<file path="src/pkg/ctp_pkg.sv">
// package with register map, field layout and timing constants
package ctp_pkg;

  // ************************************************************
  // register map
  // ************************************************************
  localparam logic [7:0] CTP_TMR_CTRL_ADDR = 8'h05;
  localparam logic [7:0] CTP_OVP_CTRL_ADDR = 8'h06;
  localparam logic [7:0] CTP_TMR_RESET     = 8'hb8;
  localparam logic [7:0] CTP_OVP_RESET     = 8'he0;

  // field positions, register 0x05
  localparam int CTP_SLOW_BIT  = 7;
  localparam int CTP_LIM_HI    = 6;
  localparam int CTP_LIM_LO    = 5;
  localparam int CTP_DISC_BIT  = 4;
  localparam int CTP_THEN_BIT  = 3;
  // field positions, register 0x06
  localparam int CTP_OVP_HI    = 7;
  localparam int CTP_OVP_LO    = 5;
  localparam int CTP_DPREL_BIT = 4;
  localparam int CTP_BDET_BIT  = 3;
  localparam int CTP_TEST_BIT  = 2;

  // ************************************************************
  // encodings
  // ************************************************************
  localparam logic [1:0] CTP_LIM_075H = 2'h0;
  localparam logic [1:0] CTP_LIM_6H   = 2'h1;
  localparam logic [1:0] CTP_LIM_9H   = 2'h2;
  localparam logic [1:0] CTP_LIM_OFF  = 2'h3;
  localparam logic [3:0] CTP_FAULT_NONE  = 4'h0;
  localparam logic [3:0] CTP_FAULT_TSHUT = 4'h6;
  localparam logic [3:0] CTP_FAULT_TIMER = 4'h7;
  localparam logic [2:0] CTP_TH_OPEN     = 3'h7;

  // ************************************************************
  // timing
  // ************************************************************
  localparam longint CTP_CLK_HZ       = 10000000;
  localparam longint CTP_PULSE_NS     = 256000;
  localparam longint CTP_PULSE_CYC    = CTP_PULSE_NS * CTP_CLK_HZ / 1000000000;
  localparam longint CTP_T075_MIN     = 45;
  localparam longint CTP_T6_MIN       = 360;
  localparam longint CTP_T9_MIN       = 540;
  localparam longint CTP_CYC_PER_MIN  = 60 * CTP_CLK_HZ;

  // carrier for regulation loop status
  typedef struct packed {
    logic thermal;
    logic input_v;
    logic power_path;
  } ctp_loops_t;

endpackage : ctp_pkg

</file>
<file path="src/hw/ctp_pulse.sv">
// fixed-length pulse generator fired by a one-cycle trigger
`timescale 1ns/1ps
module ctp_pulse
  import ctp_pkg::*;
#(
  parameter int unsigned LEN = 2560
) (
  input  wire logic clock_in,
  input  wire logic sys_rst_in,
  input  wire logic fire_in,
  output logic      pulse_out
);
  logic [31:0] cnt_reg;
  logic [31:0] cnt_next;

  // load on trigger, count down to zero
  always_comb begin
    cnt_next = cnt_reg;
    if (fire_in) begin
      cnt_next = LEN;
    end else if (cnt_reg != 32'h0) begin
      cnt_next = cnt_reg - 32'h1;
    end
  end

  always_ff @(posedge clock_in) begin
    if (sys_rst_in) begin
      cnt_reg <= 32'h0;
    end else begin
      cnt_reg <= cnt_next;
    end
  end

  assign pulse_out = (cnt_reg != 32'h0);
endmodule : ctp_pulse

</file>
<file path="src/hw/ctp_regs.sv">
// timer, thermistor and overvoltage control registers with shutdown logic
//
// Overview of operation
// - slow-down bit halves timer rate during any regulation loop
// - limit 00=0.75h, 01=6h, 10=9h, 11=timers off
// - disconnect bit plus input removed opens battery switch
// - thermistor enable defaults 1; zero disables monitoring
// - state field 000 normal, 001 hot, 010 warm, 011 cool, 100 cold
// - 101 freeze-to-cold, 110 below freeze, 111 open or disabled
// - overvoltage code 000..111 selects 6.0V..10.5V, reset 111
// - release bit 1 turns D+ source off, 0 keeps it on
// - detection runs on termination, test force, or force bit
// - test mode bit enters production test, no input limit
// - test mode refused when a battery is already present
// - die over threshold suspends charge, converter and timers
// - shutdown entry gives 256 us pulse on status and interrupt
// - new charge only after die cools about 10 C below
// - fault code 0110 shutdown, 0111 timer expiry
`timescale 1ns/1ps
module ctp_regs
  import ctp_pkg::*;
#(
  parameter longint unsigned MIN_CYC = CTP_CYC_PER_MIN
) (
  input  wire logic       clock_in,
  input  wire logic       sys_rst_in,
  input  wire logic [7:0] reg_addr_in,
  input  wire logic [7:0] reg_wdata_in,
  input  wire logic       reg_wr_in,
  output logic      [7:0] reg_rdata_out,
  input  wire logic       input_present_in,
  input  wire ctp_loops_t loops_in,
  input  wire logic [2:0] thermistor_state_in,
  input  wire logic       battery_present_in,
  input  wire logic       termination_in,
  input  wire logic       die_over_shutdown_in,
  input  wire logic       die_below_restart_in,
  input  wire logic       charge_start_in,
  output logic            charge_enable_out,
  output logic            converter_enable_out,
  output logic            battery_switch_on_out,
  output logic            thermistor_monitor_out,
  output logic      [2:0] input_overvoltage_level_out,
  output logic            dplus_source_on_out,
  output logic            battery_detect_run_out,
  output logic            production_test_mode_out,
  output logic            input_limit_disable_out,
  output logic      [3:0] fault_code_out,
  output logic            status_pulse_out,
  output logic            irq_pulse_out
);
  // ************************************************************
  // input synchronisers
  // ************************************************************
  logic [10:0] s1_reg;
  logic [10:0] s2_reg;
  logic [10:0] raw;
  assign raw = {input_present_in, loops_in, thermistor_state_in,
                battery_present_in, termination_in, die_over_shutdown_in,
                die_below_restart_in};
  always_ff @(posedge clock_in) begin
    if (sys_rst_in) begin
      s1_reg <= 11'h0;
      s2_reg <= 11'h0;
    end else begin
      s1_reg <= raw;
      s2_reg <= s1_reg;
    end
  end
  logic       in_ok;
  logic       loop_any;
  logic [2:0] th_raw;
  logic       bat_ok;
  logic       term_ok;
  logic       hot_die;
  logic       cool_die;
  assign in_ok    = s2_reg[10];
  assign loop_any = |s2_reg[9:7];
  assign th_raw   = s2_reg[6:4];
  assign bat_ok   = s2_reg[3];
  assign term_ok  = s2_reg[2];
  assign hot_die  = s2_reg[1];
  assign cool_die = s2_reg[0];

  // ************************************************************
  // registers
  // ************************************************************
  logic [7:0] tmr_reg;
  logic [7:0] tmr_next;
  logic [7:0] ovp_reg;
  logic [7:0] ovp_next;
  logic       test_mode_reg;
  logic       test_mode_next;

  // write decode; thermistor state bits never stored
  always_comb begin
    tmr_next = tmr_reg;
    ovp_next = ovp_reg;
    test_mode_next = test_mode_reg;
    if (reg_wr_in && reg_addr_in == CTP_TMR_CTRL_ADDR) begin
      tmr_next = {reg_wdata_in[7:3], 3'h0};
    end else if (reg_wr_in && reg_addr_in == CTP_OVP_CTRL_ADDR) begin
      ovp_next = reg_wdata_in;
      // entry into test mode refused with battery present
      if (reg_wdata_in[CTP_TEST_BIT] && !test_mode_reg) begin
        test_mode_next = !bat_ok;
      end else if (!reg_wdata_in[CTP_TEST_BIT]) begin
        test_mode_next = 1'b0;
      end
    end
  end

  always_ff @(posedge clock_in) begin
    if (sys_rst_in) begin
      tmr_reg <= CTP_TMR_RESET;
      ovp_reg <= CTP_OVP_RESET;
      test_mode_reg <= 1'b0;
    end else begin
      tmr_reg <= tmr_next;
      ovp_reg <= ovp_next;
      test_mode_reg <= test_mode_next;
    end
  end

  // thermistor state shown; open code when monitoring off
  logic [2:0] th_state;
  assign th_state = tmr_reg[CTP_THEN_BIT] ? th_raw : CTP_TH_OPEN;

  // read mux
  always_comb begin
    if (reg_addr_in == CTP_TMR_CTRL_ADDR) begin
      reg_rdata_out = {tmr_reg[7:3], th_state};
    end else if (reg_addr_in == CTP_OVP_CTRL_ADDR) begin
      reg_rdata_out = ovp_reg;
    end else begin
      reg_rdata_out = 8'h0;
    end
  end

  // ************************************************************
  // thermal shutdown state machine
  // ************************************************************
  typedef enum logic [0:0] {CTP_RUN, CTP_SHUT} ctp_state_t;
  ctp_state_t st_reg;
  ctp_state_t st_next;
  logic       fire;
  always_comb begin
    st_next = st_reg;
    fire    = 1'b0;
    case (st_reg)
      CTP_RUN: begin
        if (hot_die) begin
          st_next = CTP_SHUT;
          fire    = 1'b1;
        end
      end
      CTP_SHUT: begin
        if (!hot_die && cool_die) begin
          st_next = CTP_RUN;
        end
      end
      default: st_next = CTP_RUN;
    endcase
  end
  always_ff @(posedge clock_in) begin
    if (sys_rst_in) begin
      st_reg <= CTP_RUN;
    end else begin
      st_reg <= st_next;
    end
  end

  logic pulse;
  ctp_pulse #(
    .LEN (32'(CTP_PULSE_CYC))
  ) u_pulse (
    .clock_in   (clock_in),
    .sys_rst_in (sys_rst_in),
    .fire_in    (fire),
    .pulse_out  (pulse)
  );
  assign status_pulse_out = pulse;
  assign irq_pulse_out    = pulse;

  // ************************************************************
  // safety timer
  // ************************************************************
  logic [63:0] tick_reg;
  logic [63:0] tick_next;
  logic [9:0]  min_reg;
  logic [9:0]  min_next;
  logic        exp_reg;
  logic        exp_next;
  logic [9:0]  lim_min;
  logic [1:0]  lim_sel;
  logic [63:0] step_len;
  logic        shut;
  assign shut    = (st_reg == CTP_SHUT);
  assign lim_sel = tmr_reg[CTP_LIM_HI:CTP_LIM_LO];
  // limit decode in minutes
  always_comb begin
    case (lim_sel)
      CTP_LIM_075H: lim_min = 10'(CTP_T075_MIN);
      CTP_LIM_6H:   lim_min = 10'(CTP_T6_MIN);
      CTP_LIM_9H:   lim_min = 10'(CTP_T9_MIN);
      default:      lim_min = 10'h0;
    endcase
  end
  // a minute takes twice as long while slowed
  assign step_len = (tmr_reg[CTP_SLOW_BIT] && loop_any)
                    ? (MIN_CYC << 1) : MIN_CYC;
  always_comb begin
    tick_next = tick_reg;
    min_next  = min_reg;
    exp_next  = exp_reg;
    if (!charge_start_in || lim_sel == CTP_LIM_OFF) begin
      tick_next = 64'h0;
      min_next  = 10'h0;
      exp_next  = 1'b0;
    end else if (!shut && !exp_reg) begin
      if (tick_reg + 64'h1 >= step_len) begin
        tick_next = 64'h0;
        min_next  = min_reg + 10'h1;
        if (min_reg + 10'h1 >= lim_min) begin
          exp_next = 1'b1;
        end
      end else begin
        tick_next = tick_reg + 64'h1;
      end
    end
  end
  always_ff @(posedge clock_in) begin
    if (sys_rst_in) begin
      tick_reg <= 64'h0;
      min_reg  <= 10'h0;
      exp_reg  <= 1'b0;
    end else begin
      tick_reg <= tick_next;
      min_reg  <= min_next;
      exp_reg  <= exp_next;
    end
  end

  // ************************************************************
  // outputs
  // ************************************************************
  assign fault_code_out = shut ? CTP_FAULT_TSHUT
                        : (exp_reg ? CTP_FAULT_TIMER : CTP_FAULT_NONE);
  assign charge_enable_out      = charge_start_in && !shut && !exp_reg;
  assign converter_enable_out   = !shut;
  assign battery_switch_on_out  = !(tmr_reg[CTP_DISC_BIT] && !in_ok);
  assign thermistor_monitor_out = tmr_reg[CTP_THEN_BIT];
  assign input_overvoltage_level_out = ovp_reg[CTP_OVP_HI:CTP_OVP_LO];
  assign dplus_source_on_out    = !ovp_reg[CTP_DPREL_BIT];
  assign battery_detect_run_out = ovp_reg[CTP_BDET_BIT] || term_ok
                                  || test_mode_reg;
  assign production_test_mode_out = test_mode_reg;
  assign input_limit_disable_out  = test_mode_reg;
endmodule : ctp_regs

</file>
<file path="config.mk">
export PLATFORM = sky130hd
export DESIGN_NAME = ctp_regs
export DESIGN_NICKNAME = d
export VERILOG_FILES = /design/src/pkg/ctp_pkg.sv /design/src/hw/ctp_pulse.sv /design/src/hw/ctp_regs.sv
export SDC_FILE = /design/constraint.sdc
export NUM_CORES = 1
export LEC_CHECK = 0
export ABC_AREA = 1
export BUFFER_PORTS_ARGS = -buffer_cell sky130_fd_sc_hd__buf_2
export CAP_MARGIN = 25
export CORE_MARGIN = 2
export CORE_UTILIZATION = 35
export CTS_BUF_LIST = sky130_fd_sc_hd__clkbuf_16
export CTS_CLUSTER_SIZE = 14
export DETAILED_ROUTE_END_ITERATION = 12
export PLACE_DENSITY_LB_ADDON = 0.15
export RECOVER_POWER = 100
export REMOVE_ABC_BUFFERS = 1
export SYNTH_ARGS = -nofsm -noshare
export SYNTH_HDL_FRONTEND = slang
export SYNTH_HIERARCHICAL = 1
export SYNTH_SLANG_ARGS = --single-unit
</file>
<file path="constraint.sdc">
create_clock -name clock_in -period 3.1 [get_ports clock_in]
set_input_delay 0.62 -clock clock_in [delete_from_list [all_inputs] [get_ports clock_in]]
set_output_delay 0.62 -clock clock_in [all_outputs]
set_load 0.02 [all_outputs]
</file>
==> results of run 1 <==
[cells by family after synthesis]
group	Yosys count
simple gates	968
compound gates	105
flops	144
xor+xnor	35
fa+ha+maj	21
buf+inv	231
other cells	1
[stage by stage]
stage | instances | worst slack, ps | hold slack (ps) | setup TNS (ps)
3_3_place_gp | 1879 | 124 | 388 | 0
3_5_place_dp | 1879 | 86.2 | 395 | 0
4_1_cts | 1910 | 64.0 | 380 | 0
6_report | 1917 | 208 | 391 | 0
2_1_floorplan | 1459 | -2400 | 388 | -58130
5_1_grt | 1917 | -20.8 | 387 | -62.4
[synthesized netlist by cell type (5+ instances only)]
| cell | count |
|---|---|
| a211oi_1 | 9 |
| a21oi_1 | 51 |
| a21oi_2 | 10 |
| buf_4 | 9 |
| buf_6 | 7 |
| clkbuf_1 | 25 |
| dfxtp_1 | 144 |
| ha_1 | 21 |
| inv_1 | 178 |
| nand2_1 | 427 |
| nand2_2 | 13 |
| nand3_1 | 102 |
| nand3_2 | 11 |
| nand3b_1 | 5 |
| nand4_1 | 33 |
| nor2_1 | 283 |
| nor2_2 | 18 |
| nor2_4 | 13 |
| nor3_1 | 44 |
| o21ai_0 | 26 |
| xnor2_1 | 16 |
| xor2_1 | 19 |
[final cells by class]
| class | instances | area (um^2) | area share, % |
|---|---|---|---|
| Clock inverter | 14 | 181 | 1.68 |
| Timing Repair Buffer | 92 | 613 | 5.68 |
| Sequential cell | 144 | 2930 | 27.1 |
| Tap cell | 335 | 419 | 3.89 |
| Clock buffer | 17 | 425 | 3.94 |
| Inverter | 185 | 694 | 6.44 |
| Multi-Input combinational cell | 1130 | 5530 | 51.3 |
[per-layer routing]
layer  wire length, um  track usage [%]  vias to the layer above
met4               442             5.66                        0
li1                  -                -                     4862
met2             11800             30.2                      228
met3              1370             2.85                       32
met5                 0                0                        -
met1             13100             26.6                     4028
[placed cells by master, fill, tap and decap left out, types with 18 or more instances in the layout]
master | netlist | layout
inv_1 | 178 | 180
o21ai_0 | 26 | 26
dfxtp_1 | 144 | 118
buf_4 | 9 | 27
dfxtp_2 | 0 | 22
xor2_1 | 19 | 19
clkbuf_16 | 0 | 20
buf_2 | 3 | 31
nand3_1 | 102 | 100
nand2_2 | 13 | 18
ha_1 | 21 | 19
a21oi_1 | 51 | 51
nand2_1 | 427 | 422
nor2_2 | 18 | 23
clkbuf_1 | 25 | 26
nand4_1 | 33 | 33
nor3_1 | 44 | 44
nor2_1 | 283 | 276
[critical path, delay by kind of cell (launching register included)]
| kind | cells | cell delay [ps] |
|---|---|---|
| and+or+nand+nor | 14 | 1470 |
| DFF | 1 | 390 |
| buffers and inverters | 3 | 370 |
| adders and majority gates | 1 | 290 |
| xor gates and xnor gates | 1 | 150 |
| AOI/OAI and AO/OA | 1 | 60 |
[how the worst max path moves through the flow]
stage | slack, ps | startpoint | cells after the start | to
5_1_grt | -20 | tick_reg[8] | 18 | tick_reg[24]
3_3_place_gp | 120 | tick_reg[2] | 19 | tick_reg[5]
4_1_cts | 60 | tick_reg[2] | 19 | tick_reg[27]
3_5_place_dp | 90 | tick_reg[2] | 19 | tick_reg[27]
6_report | 210 | tick_reg[2] | 20 | tick_reg[8]
2_1_floorplan | -2400 | shut | 3 | charge_enable_out
[repair_timing]
| item | 4_1_cts | 5_1_grt |
|---|---|---|
| hold endpoints to repair | 0 | 0 |
| buffers inserted | 0 | 2 |
| hold buffers | 0 | 0 |
| gates resized for setup | 0 | 52 |
| endpoints found under the setup margin | 0 | 42 |
[power by group]
part | internal, mW | switching [mW]
registers | 2.04 | 0.197
clock network | 1.28 | 0.900
logic | 0.830 | 1.70
==> qor.csv, run 1 <==
metric,value,unit
status,completed,
layout filler cell count,2759,
Synth area leader,dfxtp_1,
Synth Area in XOR/XNOR,3.30,%
H-tree depth,4,
vias in the first global route,8386,
slowest CP cell,dfxtp_4,
hold path start,thermistor_state_in[0],
top post-synthesis cells by area,"dfxtp_1, nand2_1, nor2_1",
Synth Area in Adders,2.82,%
worst r2r path cells,20,
Crit Path Category,reg -> reg,
asr flop ratio synth,0,%
PortBufs,54,
WHS Path Cells,3,
std cell rows,59,
compound-cell area share of the yosys netlist,6.56,%
layout cells sized above 1,13.8,%
Post-Route WL,26.7,mm
Final Skew,15.7,ps
Post-Syn Instances,1505,
Worst R2R Setup Slack,210,ps
final slew viol count,0,
Worst Path Required,3370,ps
Ys Warns,6,
final setup violation count,0,
largest family of logic cells by synthesized area,simple AND/OR/NAND/NOR gates,
final-report hold violation count,0,
maxcap violations,0,
DRT Pass-1 Iters,6,
maximum vdd ir drop,0.000494,V
DRT iter0 DRCs,677,
worst hold path type,in -> reg,
max reg flops,64,
ANT cells,0,
core footprint,0.0261,mm^2
Setup crit start kind,register,
Hold EP,s1_reg[4],
Initial Utilization,35.7,%
Yosys top cell area share,31.0,%
CP endpoint kind,register,
worst skew pair latency,430,ps
crit-path max cell delay,390,ps
Yosys cell types,43,
top_reg_cell synth,dfxtp_1,
register bit total from synthesis,144,
Die ar.,0.0279,mm^2
Post-Syn Area,0.00930,mm^2
Num Clock Sinks,144,
All-Layer GR Usage,19.0,%
Final min period,2890,ps
average wire per standard cell,13.9,um
Finished Core Util,41.4,%
CP Cell Sequence,"nand2_2, nor2_4, nand2_4, nor2_4, xnor2_1, inv_1, ha_1, nand2_1, nor2_1, nand3_1, nor2_1, nand3_1, nand3_2, nand2_1, nand2_2, nor2_4, buf_12, clkbuf_16, nand3_1, a21oi_1",
CTS root buf,clkbuf_16,
total power,6.94,mW
CP arrival,3160,ps
placer congestion estimate,0.949,
Crit Path Max Fanout,6,
P&R area growth vs syn,16.0,%
CTS tree,built,
Ports,56,
post-synthesis mux area share,0,%
Nets,1622,
DP Area,0.0100,mm^2
"Avg Cell Area, Syn",6.18,um^2
Vias,9150,
clk buf depth,2,
PD cells,643,mW/mm^2
crit share post-route,93.3,%
"EDFF count, synth",0,
HPWL Detailed,20.0,mm
Worst-path clk slew,60,ps
chip height,167,um
pin count of the biggest net entering global routing,64,
Post-Synth Simple-Gate Area,46.0,%
Via density,4.77,
Worst-Margin Slew,899,ps
gr ovfl total,0,
drt drc,0,
post-route ant nets,0,
Num CTS Buffers,17,
DIE WIDTH,167,um
first-pass GRT wire length,43.1,mm
worst r2r src,tick_reg[2],
antenna violations before repair,0,
Slew HR,40.0,%
FMAX,0.346,GHz
Critical R2R Capture,tick_reg[8],
"Seq/Total Area, Yosys",31.0,%
leak pwr,4.52,nW
"Design Area, Final",0.0108,mm^2
No activity file was read; power rests on OpenSTA's default activity.
==> run 2: changes to the inputs <==
--- a/config.mk
+++ b/config.mk
@@ -6,16 +6,16 @@
 export NUM_CORES = 1
 export LEC_CHECK = 0
 export ABC_AREA = 1
-export BUFFER_PORTS_ARGS = -buffer_cell sky130_fd_sc_hd__buf_2
+export BUFFER_PORTS_ARGS = -buffer_cell sky130_fd_sc_hd__buf_4
 export CAP_MARGIN = 25
 export CORE_MARGIN = 2
 export CORE_UTILIZATION = 35
 export CTS_BUF_LIST = sky130_fd_sc_hd__clkbuf_16
 export CTS_CLUSTER_SIZE = 14
 export DETAILED_ROUTE_END_ITERATION = 12
-export PLACE_DENSITY_LB_ADDON = 0.15
 export RECOVER_POWER = 100
 export REMOVE_ABC_BUFFERS = 1
+export SLEW_MARGIN = 20
 export SYNTH_ARGS = -nofsm -noshare
 export SYNTH_HDL_FRONTEND = slang
 export SYNTH_HIERARCHICAL = 1
==> qor.csv, run 2 (same netlist as run 1, synthesis figures left out) <==
metric,value,unit
worst skew pair latency,440,ps
clk buf depth,2,
placer congestion estimate,0.931,
PD cells,638,mW/mm^2
crit share post-route,93.4,%
Final min period,2900,ps
maxcap violations,0,
PortBufs,54,
CTS root buf,clkbuf_16,
FMAX,0.345,GHz
All-Layer GR Usage,18.4,%
Crit Path Max Fanout,11,
Nets,1614,
gr ovfl total,0,
worst hold path type,in -> reg,
core footprint,0.0261,mm^2
P&R area growth vs syn,15.1,%
DP Worst Slack,117,ps
combinational power share,38.1,%
Num Clock Sinks,144,
first-pass GRT wire length,42.4,mm
final-report hold violation count,0,
H-tree depth,4,
CP endpoint kind,register,
unrepaired setup endpoints after global routing,false,
Initial Utilization,35.7,%
Post-Route WL,25.4,mm
Worst Path Required,3460,ps
Sum Neg Setup Slack,0,ps
DIE WIDTH,167,um
chip height,167,um
"most common cell after layout, fill and taps aside",nand2_1,
average wire per standard cell,13.3,um
antenna violations before repair,0,
CP arrival,3250,ps
Worst-path clk slew,70,ps
layout cells sized above 1,12.4,%
DP Area,0.0101,mm^2
sequential power share,32.7,%
Setup crit start kind,register,
final setup violation count,0,
Slew HR,5.23,%
setup ws final,205,ps
Final Skew,16.8,ps
fraction of power spent switching nets,42.2,%
Ports,56,
max reg flops,64,
Pint,3.95,mW
pin count of the biggest net entering global routing,64,
Crit Path Category,reg -> reg,
DRT Pass-1 Iters,7,
status,completed,
Psw,2.88,mW
ANT cells,0,
HPWL Detailed,19.2,mm
Num CTS Buffers,17,
most frequent cells in the layout,"nand2_1, nor2_1, inv_1",
maximum vdd ir drop,0.000792,V
layout filler cell count,2801,
fin cells,1910,
DRT iter0 DRCs,652,
"Design Area, Final",0.0107,mm^2
vias in the first global route,8639,
leak pwr,4.52,nW
Vias,9268,
drt drc,0,
Via density,4.85,
clock share of power,29.2,%
post-route ant nets,0,
Die ar.,0.0279,mm^2
std cell rows,59,
Worst-Margin Slew,1420,ps
# placed instances,1874,
CTS tree,built,
final slew viol count,0,
## run 2: stage by stage
stage	power, mW	util (%)	hold WS [ps]
2_1_floorplan	4.33	-	388
3_3_place_gp	4.87	38.9	389
3_5_place_dp	4.91	38.9	395
4_1_cts	6.91	41.0	372
5_1_grt	7.43	41.1	387
6_report	6.83	41.1	383
## run 2: path summary, 6_finish.rpt
kind | start | end | slack, ps | cells after the start
setup / recovery | tick_reg[20] | exp_reg | 200 | 18
hold / removal | thermistor_state_in[0] | s1_reg[4] | 380 | 3
setup reg to reg | tick_reg[20] | exp_reg | 200 | 18
hold reg to reg | s1_reg[7] | s2_reg[7] | 400 | 2
## run 2: area by class of cell
type	instances	area, um^2	share of cell area [%]
Clock buffer	17	425	3.97
Clock inverter	15	129	1.20
Inverter	185	697	6.51
Multi-Input combinational cell	1130	5520	51.6
Sequential cell	144	2900	27.1
Tap cell	335	419	3.92
Timing Repair Buffer	84	608	5.68
## run 2: timing repair
item                       in CTS  in global routing
resized for setup               0                 30
hold endpoints to repair        0                  0
hold buffers                    0                  0
setup buffers                   0                  3
setup endpoints to repair       0                 42
## run 2: metal layers
layer  track usage, %  vias to the layer above  share of wire, %
met5                0                        -                 0
met4             5.73                        0               2.2
met3             3.35                       39               5.7
met2             29.0                      240                43
met1             25.6                     4153                49
li1                 -                     4836                 -
## run 2: critical path: stages, from the launching register on
cell and delay [ps]:
dfxtp_1 410, nand2_1 120, nor2_1 170, nand2_1 160
nor2_2 170, nand2_2 120, xnor2_1 170, ha_1 300
nand3_1 70, nor2_1 200, nand2_1 130, nor2_1 120
nand2_1 70, nand2_1 70, inv_1 60, nand3_4 100
clkbuf_16 170, nand3_1 70, a21oi_1 140
## run 2: power by group through the flow
| stage | Sequential, mW | Clock (mW) | Combinational, mW |
|---|---|---|---|
| global route | 2.26 | 2.11 | 3.06 |
| CTS | 2.23 | 2.03 | 2.65 |
| global placement | 2.27 | 0 | 2.60 |
| floorplan | 2.21 | 0 | 2.12 |
| finish | 2.23 | 1.99 | 2.60 |
| detailed placement | 2.27 | 0 | 2.63 |
==> run 3: changes to the inputs <==
--- a/config.mk
+++ b/config.mk
@@ -13,6 +13,7 @@
 export CTS_BUF_LIST = sky130_fd_sc_hd__clkbuf_16
 export CTS_CLUSTER_SIZE = 14
 export DETAILED_ROUTE_END_ITERATION = 12
+export GPL_TIMING_DRIVEN = 0
 export RECOVER_POWER = 100
 export REMOVE_ABC_BUFFERS = 1
 export SLEW_MARGIN = 20
==> qor.csv, run 3 (same netlist as run 1, synthesis figures left out) <==
metric,value,unit
status,completed,
Nets,1610,
Crit Path Max Fanout,6,
PD cells,643,mW/mm^2
crit share post-route,94.9,%
Num Clock Sinks,144,
max reg flops,64,
CP Cell Sequence,"nand2_1, nor2_2, nand2_1, nor2_4, nand2_2, xor2_1, ha_1, nand3b_1, nor2_1, nand2_1, nor2_1, nand2_1, nor2_4, buf_12, nand3_4, nand2_1, nand2_1, a21oi_1",
maxcap violations,0,
Hold EP,s1_reg[6],
hold path start,thermistor_state_in[2],
All-Layer GR Usage,18.9,%
Sum Neg Setup Slack,0,ps
total power,6.97,mW
worst skew pair latency,430,ps
Crit Path Category,reg -> reg,
pin count of the biggest net entering global routing,64,
maximum vdd ir drop,0.000691,V
final slew viol count,0,
worst r2r path cells,18,
Initial Utilization,35.7,%
Setup crit start kind,register,
ANT cells,0,
CP endpoint kind,register,
post-route ant nets,0,
average wire per standard cell,13.7,um
clk buf depth,2,
worst hold path type,in -> reg,
PortBufs,54,
Ports,56,
layout cells sized above 1,14.0,%
Critical R2R Capture,tick_reg[0],
H-tree depth,4,
placer congestion estimate,0.910,
DRT Pass-1 Iters,5,
vias in the first global route,8697,
first-pass GRT wire length,43.1,mm
HPWL Detailed,18.9,mm
drt drc,0,
gr ovfl total,0,
Num CTS Buffers,17,
"most used cell, CP",nand2_1,
FMAX,0.340,GHz
final-report hold violation count,0,
Final min period,2940,ps
Post-Route WL,26.0,mm
P&R area growth vs syn,16.5,%
CP startpoint,tick_reg[27],
chip height,167,um
CTS root buf,clkbuf_16,
Worst-path clk slew,70,ps
CTS tree,built,
leak pwr,4.53,nW
std cell rows,59,
Slew HR,4.66,%
Worst R2R Setup Slack,160,ps
Vias,9386,
final setup violation count,0,
DRT iter0 DRCs,723,
worst r2r src,tick_reg[27],
core footprint,0.0261,mm^2
antenna violations before repair,0,
DIE WIDTH,167,um
most frequent cells in the layout,"nand2_1, nor2_1, inv_1",
crit-path max cell delay,410,ps
slowest CP cell,dfxtp_1,
"most common cell after layout, fill and taps aside",nand2_1,
Final Skew,12.2,ps
Die ar.,0.0279,mm^2
Worst Path Required,3450,ps
CP arrival,3290,ps
WHS Path Cells,3,
Via density,4.93,
Worst-Margin Slew,1430,ps
Post-CTS Hold Fix Bufs,0,
-- run 3: changes by cell type in the layout (fill, tap and decap cells not counted), moves of 4 or more --
cell	previous run	this run
buf_4	54	45
dfxtp_1	128	119
dfxtp_2	16	25
nor2_1	276	268
nor2_4	15	22
clkbuf_1	24	20
inv_1	181	177
-- run 3: metal layers --
layer	track usage (%)	up-vias	routed length, um
met2	30.0	245	11600
met1	25.9	4273	12500
met4	6.26	0	531
li1	-	4836	-
met5	0	-	0
met3	3.40	32	1440
-- run 3: layout make-up --
cell class / instances / area, um^2
Multi-Input combinational cell: 1134 / 5650
Fill cell: 2797 / 15200
Inverter: 185 / 701
Sequential cell: 144 / 2910
Tap cell: 335 / 419
Clock buffer: 17 / 425
Timing Repair Buffer: 76 / 567
Clock inverter: 14 / 156
-- run 3: worst max-delay path by stage --
stage / endpoint / slack (ps) / cells after the start
2_1_floorplan: charge_enable_out / -2400 / 3
3_5_place_dp: exp_reg / -770 / 16
4_1_cts: exp_reg / 30 / 20
3_3_place_gp: fault_code_out[1] / -4250 / 3
6_report: tick_reg[0] / 160 / 18
5_1_grt: tick_reg[4] / -50 / 18
-- run 3: repair_timing --
item	4_1_cts	5_1_grt
pin swaps	8	7
resized for setup	18	47
hold endpoints to repair	0	0
gates cloned	2	2
setup endpoints to repair	44	44
buffers inserted	7	9
-- run 3: through the flow --
stage / cell area (um^2) / utilization (%) / cells / hold slack, ps / setup slack (ps)
2_1_floorplan: 9040 / - / 1459 / 388 / -2400
3_3_place_gp: 9860 / 37.8 / 1848 / 389 / -4250
3_5_place_dp: 10000 / 38.4 / 1854 / 393 / -768
4_1_cts: 10700 / 41.2 / 1894 / 375 / 25.5
5_1_grt: 10800 / 41.6 / 1905 / 397 / -47.9
6_report: 10800 / 41.6 / 1905 / 388 / 157
-- run 3: where the power goes --
part           switching (mW)  total, mW  internal [mW]  leakage [nW]
clock network           0.907       2.10           1.20         0.269
logic                    1.77       2.63          0.860          3.08
registers               0.196       2.23           2.04          1.18
-- run 3: worst max-delay path, delay by kind of cell, from the launching register on --
| family | cells | cell delay [ps] |
|---|---|---|
| buf+inv | 1 | 140 |
| simple gates | 14 | 1800 |
| fa+ha+maj | 1 | 200 |
| compound gates | 1 | 140 |
| flops | 1 | 410 |
| xor+xnor | 1 | 170 |
